==> config.mk <==
export PLATFORM = sky130hd
export DESIGN_NAME = afe_config_register_bank
export DESIGN_NICKNAME = d
export VERILOG_FILES = /design/src/rtl/afe_cfg_pkg.sv /design/src/rtl/pin_sync.sv /design/src/rtl/afe_config_register_bank.sv
export SDC_FILE = /design/constraint.sdc
export NUM_CORES = 1
export LEC_CHECK = 0
export BUFFER_PORTS_ARGS = -buffer_cell sky130_fd_sc_hd__buf_2
export CORE_UTILIZATION = 54
export DETAILED_ROUTE_END_ITERATION = 6
export PLACE_DENSITY = 0.75
export SLEW_MARGIN = 40
export SYNTH_ARGS = -nofsm -noshare
export SYNTH_HDL_FRONTEND = slang
export SYNTH_SLANG_ARGS = --single-unit
export TNS_END_PERCENT = 5
==> constraint.sdc <==
create_clock -name clk -period 1.8 [get_ports clk]
set_clock_uncertainty 0.2 [all_clocks]
set_input_delay 0.27 -clock clk [delete_from_list [all_inputs] [get_ports clk]]
set_output_delay 0.27 -clock clk [all_outputs]
set_load 0.01 [all_outputs]
==> src/rtl/afe_cfg_pkg.sv <==
// shared constants and types of the front-end configuration register bank
package afe_cfg_pkg;
    localparam int ADDR_W = 3;
    localparam int DATA_W = 16;
    localparam int NUM_REGS = 6;
    localparam int CNT_W = 5;
    // serial frame: three address bits then sixteen data bits
    localparam logic [4:0] ADDR_BITS = 5'h03;
    localparam logic [4:0] FRAME_LAST = 5'h13;
    localparam logic [4:0] READ_LAST = 5'h0F;
    // register offsets
    localparam logic [2:0] OFS_POWER_DOWN = 3'h0;
    localparam logic [2:0] OFS_RX_FILTER_TEST = 3'h1;
    localparam logic [2:0] OFS_PREDRIVER_TUNE = 3'h2;
    localparam logic [2:0] OFS_RESERVED_FOUR = 3'h3;
    localparam logic [2:0] OFS_GAIN_OFFSET = 3'h4;
    localparam logic [2:0] OFS_TX_FILTER = 3'h5;
    // reset values
    localparam logic [15:0] RST_POWER_DOWN = 16'h0002;
    localparam logic [15:0] RST_RX_FILTER_TEST = 16'h0008;
    localparam logic [15:0] RST_PREDRIVER_TUNE = 16'h7800;
    localparam logic [15:0] RST_RESERVED_FOUR = 16'h7ACE;
    localparam logic [15:0] RST_GAIN_OFFSET = 16'h0000;
    localparam logic [15:0] RST_TX_FILTER = 16'hC800;
    // field positions
    localparam int POS_RX_OFF = 0;
    localparam int POS_TX_OFF = 1;
    localparam int POS_DAC_OFF = 2;
    localparam int POS_CHIP_OFF = 3;
    localparam int POS_BLOCK_LO = 4;
    localparam int POS_LPF_BYPASS = 15;
    localparam int POS_GAIN_LO = 2;
    localparam int POS_TUNE_CONT = 11;
    localparam int POS_AGC_MANUAL = 13;
    localparam int POS_TX_LPF_BYPASS = 4;

    typedef enum logic [1:0] {
        ST_IDLE = 2'h0,
        ST_SHIFT = 2'h1,
        ST_DONE = 2'h3,
        ST_READ = 2'h2
    } port_state_t;

    typedef struct packed {
        logic rx_off_during_tx_mode;
        logic tx_off_during_rx_mode;
        logic converter_off_during_rx_mode;
        logic chip_power_down;
        logic [11:0] block_power_down;
        logic lowpass_filter_bypass;
        logic [14:0] test_bus_select;
        logic [2:0] predriver_gain_code;
        logic tune_continuous;
        logic tune_active;
        logic agc_manual;
        logic tx_lowpass_filter_bypass;
    } ctl_out_t;

    function automatic logic [15:0] reg_default(input logic [2:0] idx);
        case (idx)
            OFS_POWER_DOWN: reg_default = RST_POWER_DOWN;
            OFS_RX_FILTER_TEST: reg_default = RST_RX_FILTER_TEST;
            OFS_PREDRIVER_TUNE: reg_default = RST_PREDRIVER_TUNE;
            OFS_RESERVED_FOUR: reg_default = RST_RESERVED_FOUR;
            OFS_GAIN_OFFSET: reg_default = RST_GAIN_OFFSET;
            OFS_TX_FILTER: reg_default = RST_TX_FILTER;
            default: reg_default = 16'h0000;
        endcase
    endfunction
endpackage

==> src/rtl/pin_sync.sv <==
// two-flop synchronisers for pin inputs plus edge detection
`timescale 1ns/1ps
module pin_sync #(
    parameter int W = 6,
    parameter logic [W-1:0] RST_VAL = '0
) (
    // clock and reset
    input wire logic clk,
    input wire logic rst,
    // raw pins and synchronised view
    input wire logic [W-1:0] pin_raw,
    output logic [W-1:0] pin_level,
    output logic [W-1:0] pin_rise,
    output logic [W-1:0] pin_fall
);
    logic [W-1:0] meta_ff;
    logic [W-1:0] sync_ff;
    logic [W-1:0] prev_ff;

    if (W < 1) begin : g_bad_width
        $error("pin_sync needs at least one bit");
    end

    // the first stage feeds only the second, edges come from later stages
    always_ff @(posedge clk) begin
        if (rst) begin
            meta_ff <= RST_VAL;
            sync_ff <= RST_VAL;
            prev_ff <= RST_VAL;
        end else begin
            meta_ff <= pin_raw;
            sync_ff <= meta_ff;
            prev_ff <= sync_ff;
        end
    end

    // edges are one-cycle pulses, two cycles after the pin moves
    assign pin_level = sync_ff;
    assign pin_rise = sync_ff & ~prev_ff;
    assign pin_fall = ~sync_ff & prev_ff;
endmodule

==> src/rtl/afe_config_register_bank.sv <==
// configuration register bank behind the three-wire serial port
`timescale 1ns/1ps
// Behaviour
// - three-bit address, MSB first, selects six registers
// - first register bit0 powers receiver down in transmit while the shutdown pin is high
// - bit1 powers transmitter down in receive
// - bit2 powers converter down in receive
// - bit3 powers whole chip down
// - bits 4-15 held, drive block power-downs
// - second register bit15 bypasses receive filter
// - third register bits 4:2 pick predriver gain
// - third register bit11 makes tuning continuous
// - fifth register bit13 selects manual gain control
// - write shifts data LSB first after the address, extra clock commits
module afe_config_register_bank #(
    parameter int NREGS = afe_cfg_pkg::NUM_REGS
) (
    // clock and reset
    input wire logic clk,
    input wire logic rst,
    // serial configuration port
    input wire logic sclk_pin,
    input wire logic serial_write_select,
    input wire logic serial_port_data_in,
    output logic serial_port_data_out,
    output logic serial_port_data_oe,
    // device control pins
    input wire logic reset_input_low,
    input wire logic receiver_shutdown_input,
    input wire logic tx_active,
    // decoded controls to the analog blocks
    output afe_cfg_pkg::ctl_out_t ctl
);
    import afe_cfg_pkg::*;

    localparam logic [2:0] LAST_ADDR = 3'(NREGS - 1);

    logic [5:0] pin_level;
    logic [5:0] pin_rise;
    logic [5:0] pin_fall;
    logic sclk_fall;
    logic swr_rise;
    logic swr_fall;
    logic sdi_s;
    logic in_reset;
    logic shutdown_s;
    logic tx_s;

    port_state_t st_ff, nxt_st;
    logic [CNT_W-1:0] cnt_ff, nxt_cnt;
    logic [ADDR_W-1:0] hold_addr_ff, nxt_hold_addr;
    logic [DATA_W-1:0] hold_data_ff, nxt_hold_data;
    logic [ADDR_W-1:0] last_addr_ff, nxt_last_addr;
    logic [DATA_W-1:0] out_shift_ff, nxt_out_shift;
    logic oe_ff, nxt_oe;
    logic [DATA_W-1:0] regs_ff [NREGS];
    logic [DATA_W-1:0] nxt_regs [NREGS];
    ctl_out_t ctl_ff, nxt_ctl;

    if (NREGS < 1 || NREGS > 8) begin : g_bad_regs
        $error("register count must fit a three-bit address");
    end

    // pin order: sclk, write select, data, reset low, shutdown, tx
    // sclk idles high, so its stages reset high and no false edge follows
    pin_sync #(
        .W(6),
        .RST_VAL(6'h24)
    ) u_sync (
        .clk(clk),
        .rst(rst),
        .pin_raw({sclk_pin, serial_write_select, serial_port_data_in,
                  reset_input_low, receiver_shutdown_input, tx_active}),
        .pin_level(pin_level),
        .pin_rise(pin_rise),
        .pin_fall(pin_fall)
    );

    assign sclk_fall = pin_fall[5];
    assign swr_rise = pin_rise[4];
    assign swr_fall = pin_fall[4];
    assign sdi_s = pin_level[3];
    assign in_reset = rst | ~pin_level[2];
    assign shutdown_s = pin_level[1];
    assign tx_s = pin_level[0];

    // serial port sequencer and register storage
    always_comb begin
        nxt_st = st_ff;
        nxt_cnt = cnt_ff;
        nxt_hold_addr = hold_addr_ff;
        nxt_hold_data = hold_data_ff;
        nxt_last_addr = last_addr_ff;
        nxt_out_shift = out_shift_ff;
        nxt_oe = oe_ff;
        nxt_regs = regs_ff;
        if (in_reset) begin
            for (int i = 0; i < NREGS; i++) begin
                nxt_regs[i] = reg_default(3'(i));
            end
            nxt_st = ST_IDLE;
            nxt_cnt = '0;
            nxt_hold_addr = '0;
            nxt_hold_data = '0;
            nxt_last_addr = '0;
            nxt_out_shift = '0;
            nxt_oe = 1'b0;
        end else if (swr_rise) begin
            nxt_st = ST_SHIFT;
            nxt_cnt = '0;
            nxt_oe = 1'b0;
        end else if (swr_fall) begin
            // reading returns the register written last
            nxt_st = ST_READ;
            nxt_cnt = '0;
            // unmapped codes have no storage and read back as zero
            if (last_addr_ff <= LAST_ADDR) begin
                nxt_out_shift = regs_ff[last_addr_ff];
            end else begin
                nxt_out_shift = '0;
            end
            nxt_oe = 1'b1;
        end else if (sclk_fall) begin
            case (st_ff)
                ST_SHIFT: begin
                    if (cnt_ff < ADDR_BITS) begin
                        // address arrives MSB first
                        nxt_hold_addr = {hold_addr_ff[1:0], sdi_s};
                        nxt_cnt = cnt_ff + 5'h01;
                    end else if (cnt_ff < FRAME_LAST) begin
                        // data arrives LSB first
                        nxt_hold_data = {sdi_s, hold_data_ff[15:1]};
                        nxt_cnt = cnt_ff + 5'h01;
                    end else begin
                        // the extra clock commits the holding buffer
                        if (hold_addr_ff <= LAST_ADDR) begin
                            nxt_regs[hold_addr_ff] = hold_data_ff;
                        end
                        nxt_last_addr = hold_addr_ff;
                        nxt_st = ST_DONE;
                    end
                end
                ST_READ: begin
                    if (cnt_ff < READ_LAST) begin
                        nxt_out_shift = {1'b0, out_shift_ff[15:1]};
                        nxt_cnt = cnt_ff + 5'h01;
                    end else begin
                        // release the data pin after the sixteenth bit
                        nxt_oe = 1'b0;
                        nxt_st = ST_IDLE;
                    end
                end
                default: begin
                    nxt_st = st_ff;
                end
            endcase
        end
    end

    always_ff @(posedge clk) begin
        st_ff <= nxt_st;
        cnt_ff <= nxt_cnt;
        hold_addr_ff <= nxt_hold_addr;
        hold_data_ff <= nxt_hold_data;
        last_addr_ff <= nxt_last_addr;
        out_shift_ff <= nxt_out_shift;
        oe_ff <= nxt_oe;
        regs_ff <= nxt_regs;
    end

    // lsb leaves first; the pin only changes on a detected falling edge
    assign serial_port_data_out = out_shift_ff[0];
    assign serial_port_data_oe = oe_ff;

    // decoded controls, registered so the analog side sees clean levels
    always_comb begin
        nxt_ctl.rx_off_during_tx_mode = regs_ff[0][POS_RX_OFF] & shutdown_s
            & tx_s;
        nxt_ctl.tx_off_during_rx_mode = regs_ff[0][POS_TX_OFF]
            & ~tx_s;
        nxt_ctl.converter_off_during_rx_mode = regs_ff[0][POS_DAC_OFF]
            & ~tx_s;
        nxt_ctl.chip_power_down = regs_ff[0][POS_CHIP_OFF];
        nxt_ctl.block_power_down = regs_ff[0][15:POS_BLOCK_LO];
        nxt_ctl.lowpass_filter_bypass =
            regs_ff[1][POS_LPF_BYPASS];
        // test bus bits pass through; software keeps them at default
        nxt_ctl.test_bus_select = regs_ff[1][14:0];
        nxt_ctl.predriver_gain_code = regs_ff[2][4:POS_GAIN_LO];
        nxt_ctl.tune_continuous = regs_ff[2][POS_TUNE_CONT];
        nxt_ctl.tune_active = regs_ff[2][POS_TUNE_CONT]
            | in_reset;
        nxt_ctl.agc_manual = regs_ff[4][POS_AGC_MANUAL];
        nxt_ctl.tx_lowpass_filter_bypass = regs_ff[5][POS_TX_LPF_BYPASS];
    end

    always_ff @(posedge clk) begin
        ctl_ff <= nxt_ctl;
    end

    assign ctl = ctl_ff;
endmodule

; ---- After elaboration in Yosys (flattened, before gate mapping)
; Cells that the tools add are included.
[totals]
elab_cells = 112
regBits = 199
[classes]
order_cmp = 8
reduce_logical = 19
mux = 26
eq_ne = 11
bitwise_logic = 18
add_sub_neg = 1
[op_table]
columns = operator, n
row1 = two-way mux 16 bit, 8
row2 = bitwise mux 96 bit, 1
row3 = binary-select mux 16 bit (select 3 bit), 1
row4 = demux 16 bit (select 3 bit), 1
row5 = two-way mux 5 bit, 3
row6 = AND reduction 5 bit, 3
row7 = inequality test 3 bit (second input constant), 4
row8 = inequality test 4 bit (second input constant), 3
row9 = AND reduction 6 bit, 2
row10 = two-way mux 2 bit, 5
row11 = case mux 5 bit (2 select lines), 1
row12 = >= comparator 4 bit (second input constant), 2
row13 = inverter 3 -> 4 bit, 2
row14 = AND reduction 4 bit, 2
row15 = nonzero test 2 bit, 4
row16 = AND reduction 7 bit, 1
row17 = bitwise AND 6 bit, 1
row18 = <= comparator 3 bit (second input constant), 2
row19 = inverter 1 bit, 6
row20 = inverter 6 bit, 1
row21 = nonzero test 3 bit, 2
row22 = adder 5 x 1 -> 5 bit (second input constant), 1
row23 = bitwise AND 5 bit, 1
row24 = < comparator 5 x 2 -> 1 bit (second input constant), 1
row25 = other kinds (16), 25

; ---- Logic depth before layout (Yosys ltp)
[depth]
word_depth = 7
mapped_depth = 8

; ---- Modules after synthesis
; A second synthesis with hierarchy kept.
[hier_totals]
hier_cells = 724
area_unflattened_um2 = 7676.1
[by_module_without_submodules]
columns = mod, cells_per_inst, instances, area_each_um2
row1 = afe_config_register_bank, 675, 1, 7106.8
row2 = pin_sync, 49, 1, 569.3

; ---- Worst setup path after synthesis
; No wires, ideal clock.
[synth_path]
kind = register -> register
start = reg u_sync.sync_ff[4], in the netlist u_sync.pin_level[4]
end = reg regs_ff[33] (netlist bit)
path_stages_with_launch = 9
path_slack_ns = -0.027
t_required_ns = 1.478
setup_ns = 0.122
path_buffers = 2
arrival_ns = 1.505
synth_period_minus_slack_ns = 1.827
cell_sequence = dfxtp_1 > inv_1 > ha_1 > and4b_1 > buf_2 > nand4_1 > buf_4 > nor3_1 > a21oi_1
[synth_between]
elab_chain_cells = 4
[synth_rtl]
columns = item, line
row1 = from (decl), pin_sync.sv:17  ; logic [W-1:0] sync_ff;
row2 = from (signal assigned), pin_sync.sv:32  ; sync_ff <= meta_ff;
row3 = inverter 6 bit, pin_sync.sv:40  ; assign pin_fall = ~sync_ff & prev_ff;
row4 = bitwise AND 6 bit, pin_sync.sv:40
row5 = inverter 1 bit (no source line), --
row6 = AND reduction 7 bit (no source line) *, --
row7 = to (signal assigned), afe_config_register_bank.sv:168  ; regs_ff <= nxt_regs;
row8 = to (decl), afe_config_register_bank.sv:56  ; logic [DATA_W-1:0] regs_ff [NREGS];
; Every way passes the cells marked *; elsewhere a longest branch is shown, timed or not.
; A chain may end at the register's enable or synchronous reset.

; ---- Worst setup path in the final report
; Ends and elaborated chain as after synthesis.

==> key figures <==
Run status
  • Result of the run: finished with violations
  • Failing checks: setup timing

Hold path
  • Min-delay worst type: in -> reg

Pwr
  • Peak ir drop on the vdd network: 0.708 mV
  • Pleak: between 0.003 and 0.004 uW
  • Power after layout: 8390 uW
  • Power Density: 928 mW/mm^2

Worst setup path
  • Most used cell, CP: sky130_fd_sc_hd__buf_6
  • CP Max Fanout: 8
  • Category of the critical setup timing path: reg -> reg
  • CP Capture Type: flop
  • Data required time at the worst endpoint: 1.92 ns
  • Critical path's slowest cell: sky130_fd_sc_hd__dfxtp_2
  • Crit path largest cell delay: 0.34 ns
  • Signal arrival time at the worst endpoint: 2.14 ns
  • Kind of start point of the critical path: flop
  • Cells traversed along the worst timing path: inv_2 -> ha_4 -> and4b_2 -> buf_6 -> nand4_1 -> buf_6 -> buf_12 -> nor3_4 -> a21oi_1

Yosys
  • Flops & latches, synth: 195
  • Area of the mapped netlist: 0.00725 mm^2
  • Number of flops mapped to enable cells by yosys: 0
  • Count of unique library cells instantiated by Yosys: 47
  • Total of warnings raised by yosys: 0
  • Synthesized area per cell: between 9 and 10 um^2
  • Total nets after synthesis: approximately 750
  • Sequential fraction of the synthesis area: 0.539
  • Dominant register cell in the synthesized netlist: sky130_fd_sc_hd__dfxtp_1
  • Instance count of the mapped netlist: 739
  • Share of flip-flops with an asynchronous set or reset: 0

Clocking
  • Number of clock sinks: about 200
  • Latest clock arrival within the worst-skew pair: around 0.44 ns
  • Clk root buf: sky130_fd_sc_hd__clkbuf_16
  • Number of clock buffers inserted by TritonCTS: 17
  • CTS Buffer Depth: 2
  • Clock tree from TritonCTS: done
  • Max H-tree Level: 4
  • CTS clock-pin slew for the worst setup and hold paths: ~0.07 ns

Floorplan
  • Initial Utilization: 0.565
  • Die span in y: 118 um
  • Cell Rows: 41
  • Io pins: 49
  • Die Outline Area: around 0.014 mm^2
  • Area inside the core boundary: about 0.013 mm^2
  • Width of the chip: between 100 and 150 um

Global route
  • Initial antenna violation count: 0
  • Maximum number of pins on one net before global-route repair: 48
  • Total routing resource utilization after global routing: 0.259
  • Global-route wire length before repair: 28.4 mm
  • Vias in the first global route: around 5500
  • Total congestion overflow: 0

Timing
  • Min setup slack post-route: -0.222 ns
  • Unrepaired setup endpoints after global routing: true
  • Final critical-path share of the clock period: 1.12
  • Final Slew Violations: 0
  • Max_slew headroom: 0.709
  • Actual transition at the worst max-transition pin: around 0.44 ns
  • Final-report setup violation count: a little under 90
  • Min cycle time layout: 2.02 ns
  • Max frequency: 495 MHz
  • Number of hold-slack violations in the final timing report: 0

Detailed routing
  • Drt drc: 0
  • Detailed-route vias per instance: between 5 and 6
  • Initial DRC count: approximately 500
  • Count of TritonRoute iterations in the first routing pass: 5
  • Post-DR wirelength/cell: 19.4 um
  • Overall via count from detail_route: ~6000
  • DRT antenna net count: 0
  • Total detailed-routing wirelength: 19.3 mm

Cells and area
  • Final core area utilization: 0.705
  • Post-Layout Cell Count: 994
  • Area delta synth->final: 24.8%
  • Layout cells sized above 1: 0.258
  • Antenna Diode Count: 0
  • Area occupied by registers: 0.00391 mm^2
  • Final layout net count: 822
  • Fill count: between 800 and 900
  • Combined area of the multi-input logic cells: approximately 0.0032 mm^2

Placement
  • Global placement routability congestion: 0.872
  • Instance count after placement with tap cells included: about 940
  • Post-DP HPWL: 10.9 mm
  • I/O Buffers: 48

Run
  • Max capacitance violation total: 0
-- layout make-up --
| class | instances | area share |
|---|---|---|
| flip-flops and latches | 195 | 0.432 |
| multi-input cells | 464 | 0.354 |
| repair buffers | 111 | 0.116 |
| clock buffers | 22 | 0.0513 |
| well taps | 172 | 0.0238 |
| clock inverters | 10 | 0.0137 |
| inverters | 20 | 0.00830 |
-- flip-flops by register name, summed over array words and instances, names as in the netlist --
signal and flops:
out_shift_ff 16, u_sync.pin_level 6, last_addr_ff 3, hold_data_ff 16, u_sync.meta_ff 6, u_sync.prev_ff 2
serial_port_data_oe 1, cnt_ff 5, nxt_ctl 35, regs_ff 61, st_ff 2, ctl 39
hold_addr_ff 3
-- cells in the mapped netlist (2+ instances only) --
cell type / number / share of area
sky130_fd_sc_hd__dfxtp_1: 195 / 0.54
sky130_fd_sc_hd__o21ai_0: 99 / 0.068
sky130_fd_sc_hd__nand3_1: 80 / 0.055
sky130_fd_sc_hd__mux2i_1: 71 / 0.098
sky130_fd_sc_hd__o22ai_1: 36 / 0.031
sky130_fd_sc_hd__nor2_1: 30 / 0.016
sky130_fd_sc_hd__a21oi_1: 27 / 0.019
sky130_fd_sc_hd__buf_2: 25 / 0.017
sky130_fd_sc_hd__nand2_1: 21 / 0.011
sky130_fd_sc_hd__nor3_1: 21 / 0.015
sky130_fd_sc_hd__inv_1: 20 / 0.010
sky130_fd_sc_hd__clkbuf_1: 17 / 0.0088
sky130_fd_sc_hd__nor2b_1: 12 / 0.010
sky130_fd_sc_hd__o22ai_2: 10 / 0.017
sky130_fd_sc_hd__nand4_1: 7 / 0.0060
sky130_fd_sc_hd__or2_2: 7 / 0.0060
sky130_fd_sc_hd__buf_1: 5 / 0.0026
sky130_fd_sc_hd__buf_4: 5 / 0.0052
sky130_fd_sc_hd__ha_1: 5 / 0.0086
sky130_fd_sc_hd__buf_6: 4 / 0.0062
sky130_fd_sc_hd__nand2b_1: 4 / 0.0035
sky130_fd_sc_hd__or3_1: 4 / 0.0035
sky130_fd_sc_hd__clkbuf_2: 3 / 0.0021
sky130_fd_sc_hd__nor3b_1: 3 / 0.0031
sky130_fd_sc_hd__o21ai_1: 3 / 0.0021
sky130_fd_sc_hd__a31oi_1: 2 / 0.0017
sky130_fd_sc_hd__and3_1: 2 / 0.0017
sky130_fd_sc_hd__and3b_1: 2 / 0.0024
-- power breakdown --
part	switching [uW]	internal (uW)	total, uW
Sequential	10.0	4330	4340
Combinational	156	105	261
Clock	1650	2140	3790
-- placed cells by master, fill, tap and decap left out, drive strengths merged, types with 2 or more instances in the layout --
master and count:
clkinv 5, o22ai 46, or3 4, a31oi 2
mux2i 71, buf 101, nor3b 3, nand4 8
nand2b 4, a211o 2, and3b 2, nand3 80
bufinv 2, nand2 21, inv 23, o21ai 102
ha 5, and4b 2, nor2 30, nor2b 12
a211oi 2, clkbuf 26, a21oi 27, dfxtp 195
or2 7, dlygate4sd3 6, nor3 21, and3 2
-- worst paths after layout --
kind                                            endpoint  cells after the start  slack [ns]                           start
worst min-delay path            nxt_ctl[22]$_SDFFE_PP0P_                      4        0.02                             rst
worst min register to register           ctl[25]$_DFF_P_                      0        0.17        nxt_ctl[25]$_SDFFE_PP0P_
worst max register to register  regs_ff[33]$_SDFFE_PP1P_                      9       -0.22  u_sync.pin_level[4]$_SDFF_PP0_
worst max-delay path            regs_ff[33]$_SDFFE_PP1P_                      9       -0.22  u_sync.pin_level[4]$_SDFF_PP0_
-- through the flow --
step                      area [um^2]  setup TNS, ns  hold slack, ns  worst slack (ns)
after floorplan                  7260              0           0.142           0.00486
after global placement           7810          -7.29           0.161            -0.131
after detailed placement         7810         -11.49           0.162            -0.199
after CTS                        8710          -4.41          0.0137            -0.101
after global routing             9040         -15.36          0.0434            -0.287
final                            9040          -9.79          0.0154            -0.222
-- per-layer routing --
| metal | global-route usage | vias up | part of all wire |
|---|---|---|---|
| li1 | - | 2779 | - |
| met3 | 0.0572 | 30 | 0.069 |
| met1 | 0.344 | 2895 | 0.42 |
| met5 | 0 | - | 0 |
| met2 | 0.422 | 246 | 0.49 |
| met4 | 0.0769 | 0 | 0.015 |
-- repair_timing --
action,in CTS,in global routing
hold buffers,6,0
pin swaps,5,7
endpoints found under the setup margin,116,120
endpoints found under the hold margin,6,0
cloned,3,4
buffers inserted,7,3
resized for setup,40,80
-- critical path: cells and delay by family (launching register included) --
kind,cells,cell delay (ns)
and+or+nand+nor,3,0.54
AOI/OAI and AO/OA,1,0.08
DFF,1,0.34
adders and majority gates,1,0.25
buffers and inverters,4,0.49
-- logic make-up after synthesis --
group / count (synthesis) / synth area share
xor+xnor: 1 / 0.00225
mux: 71 / 0.0981
fa+ha+maj: 5 / 0.00863
buf+inv: 80 / 0.0553
simple gates: 200 / 0.143
compound gates: 187 / 0.154
flops: 195 / 0.539
(Power assumes the default switching activity.)
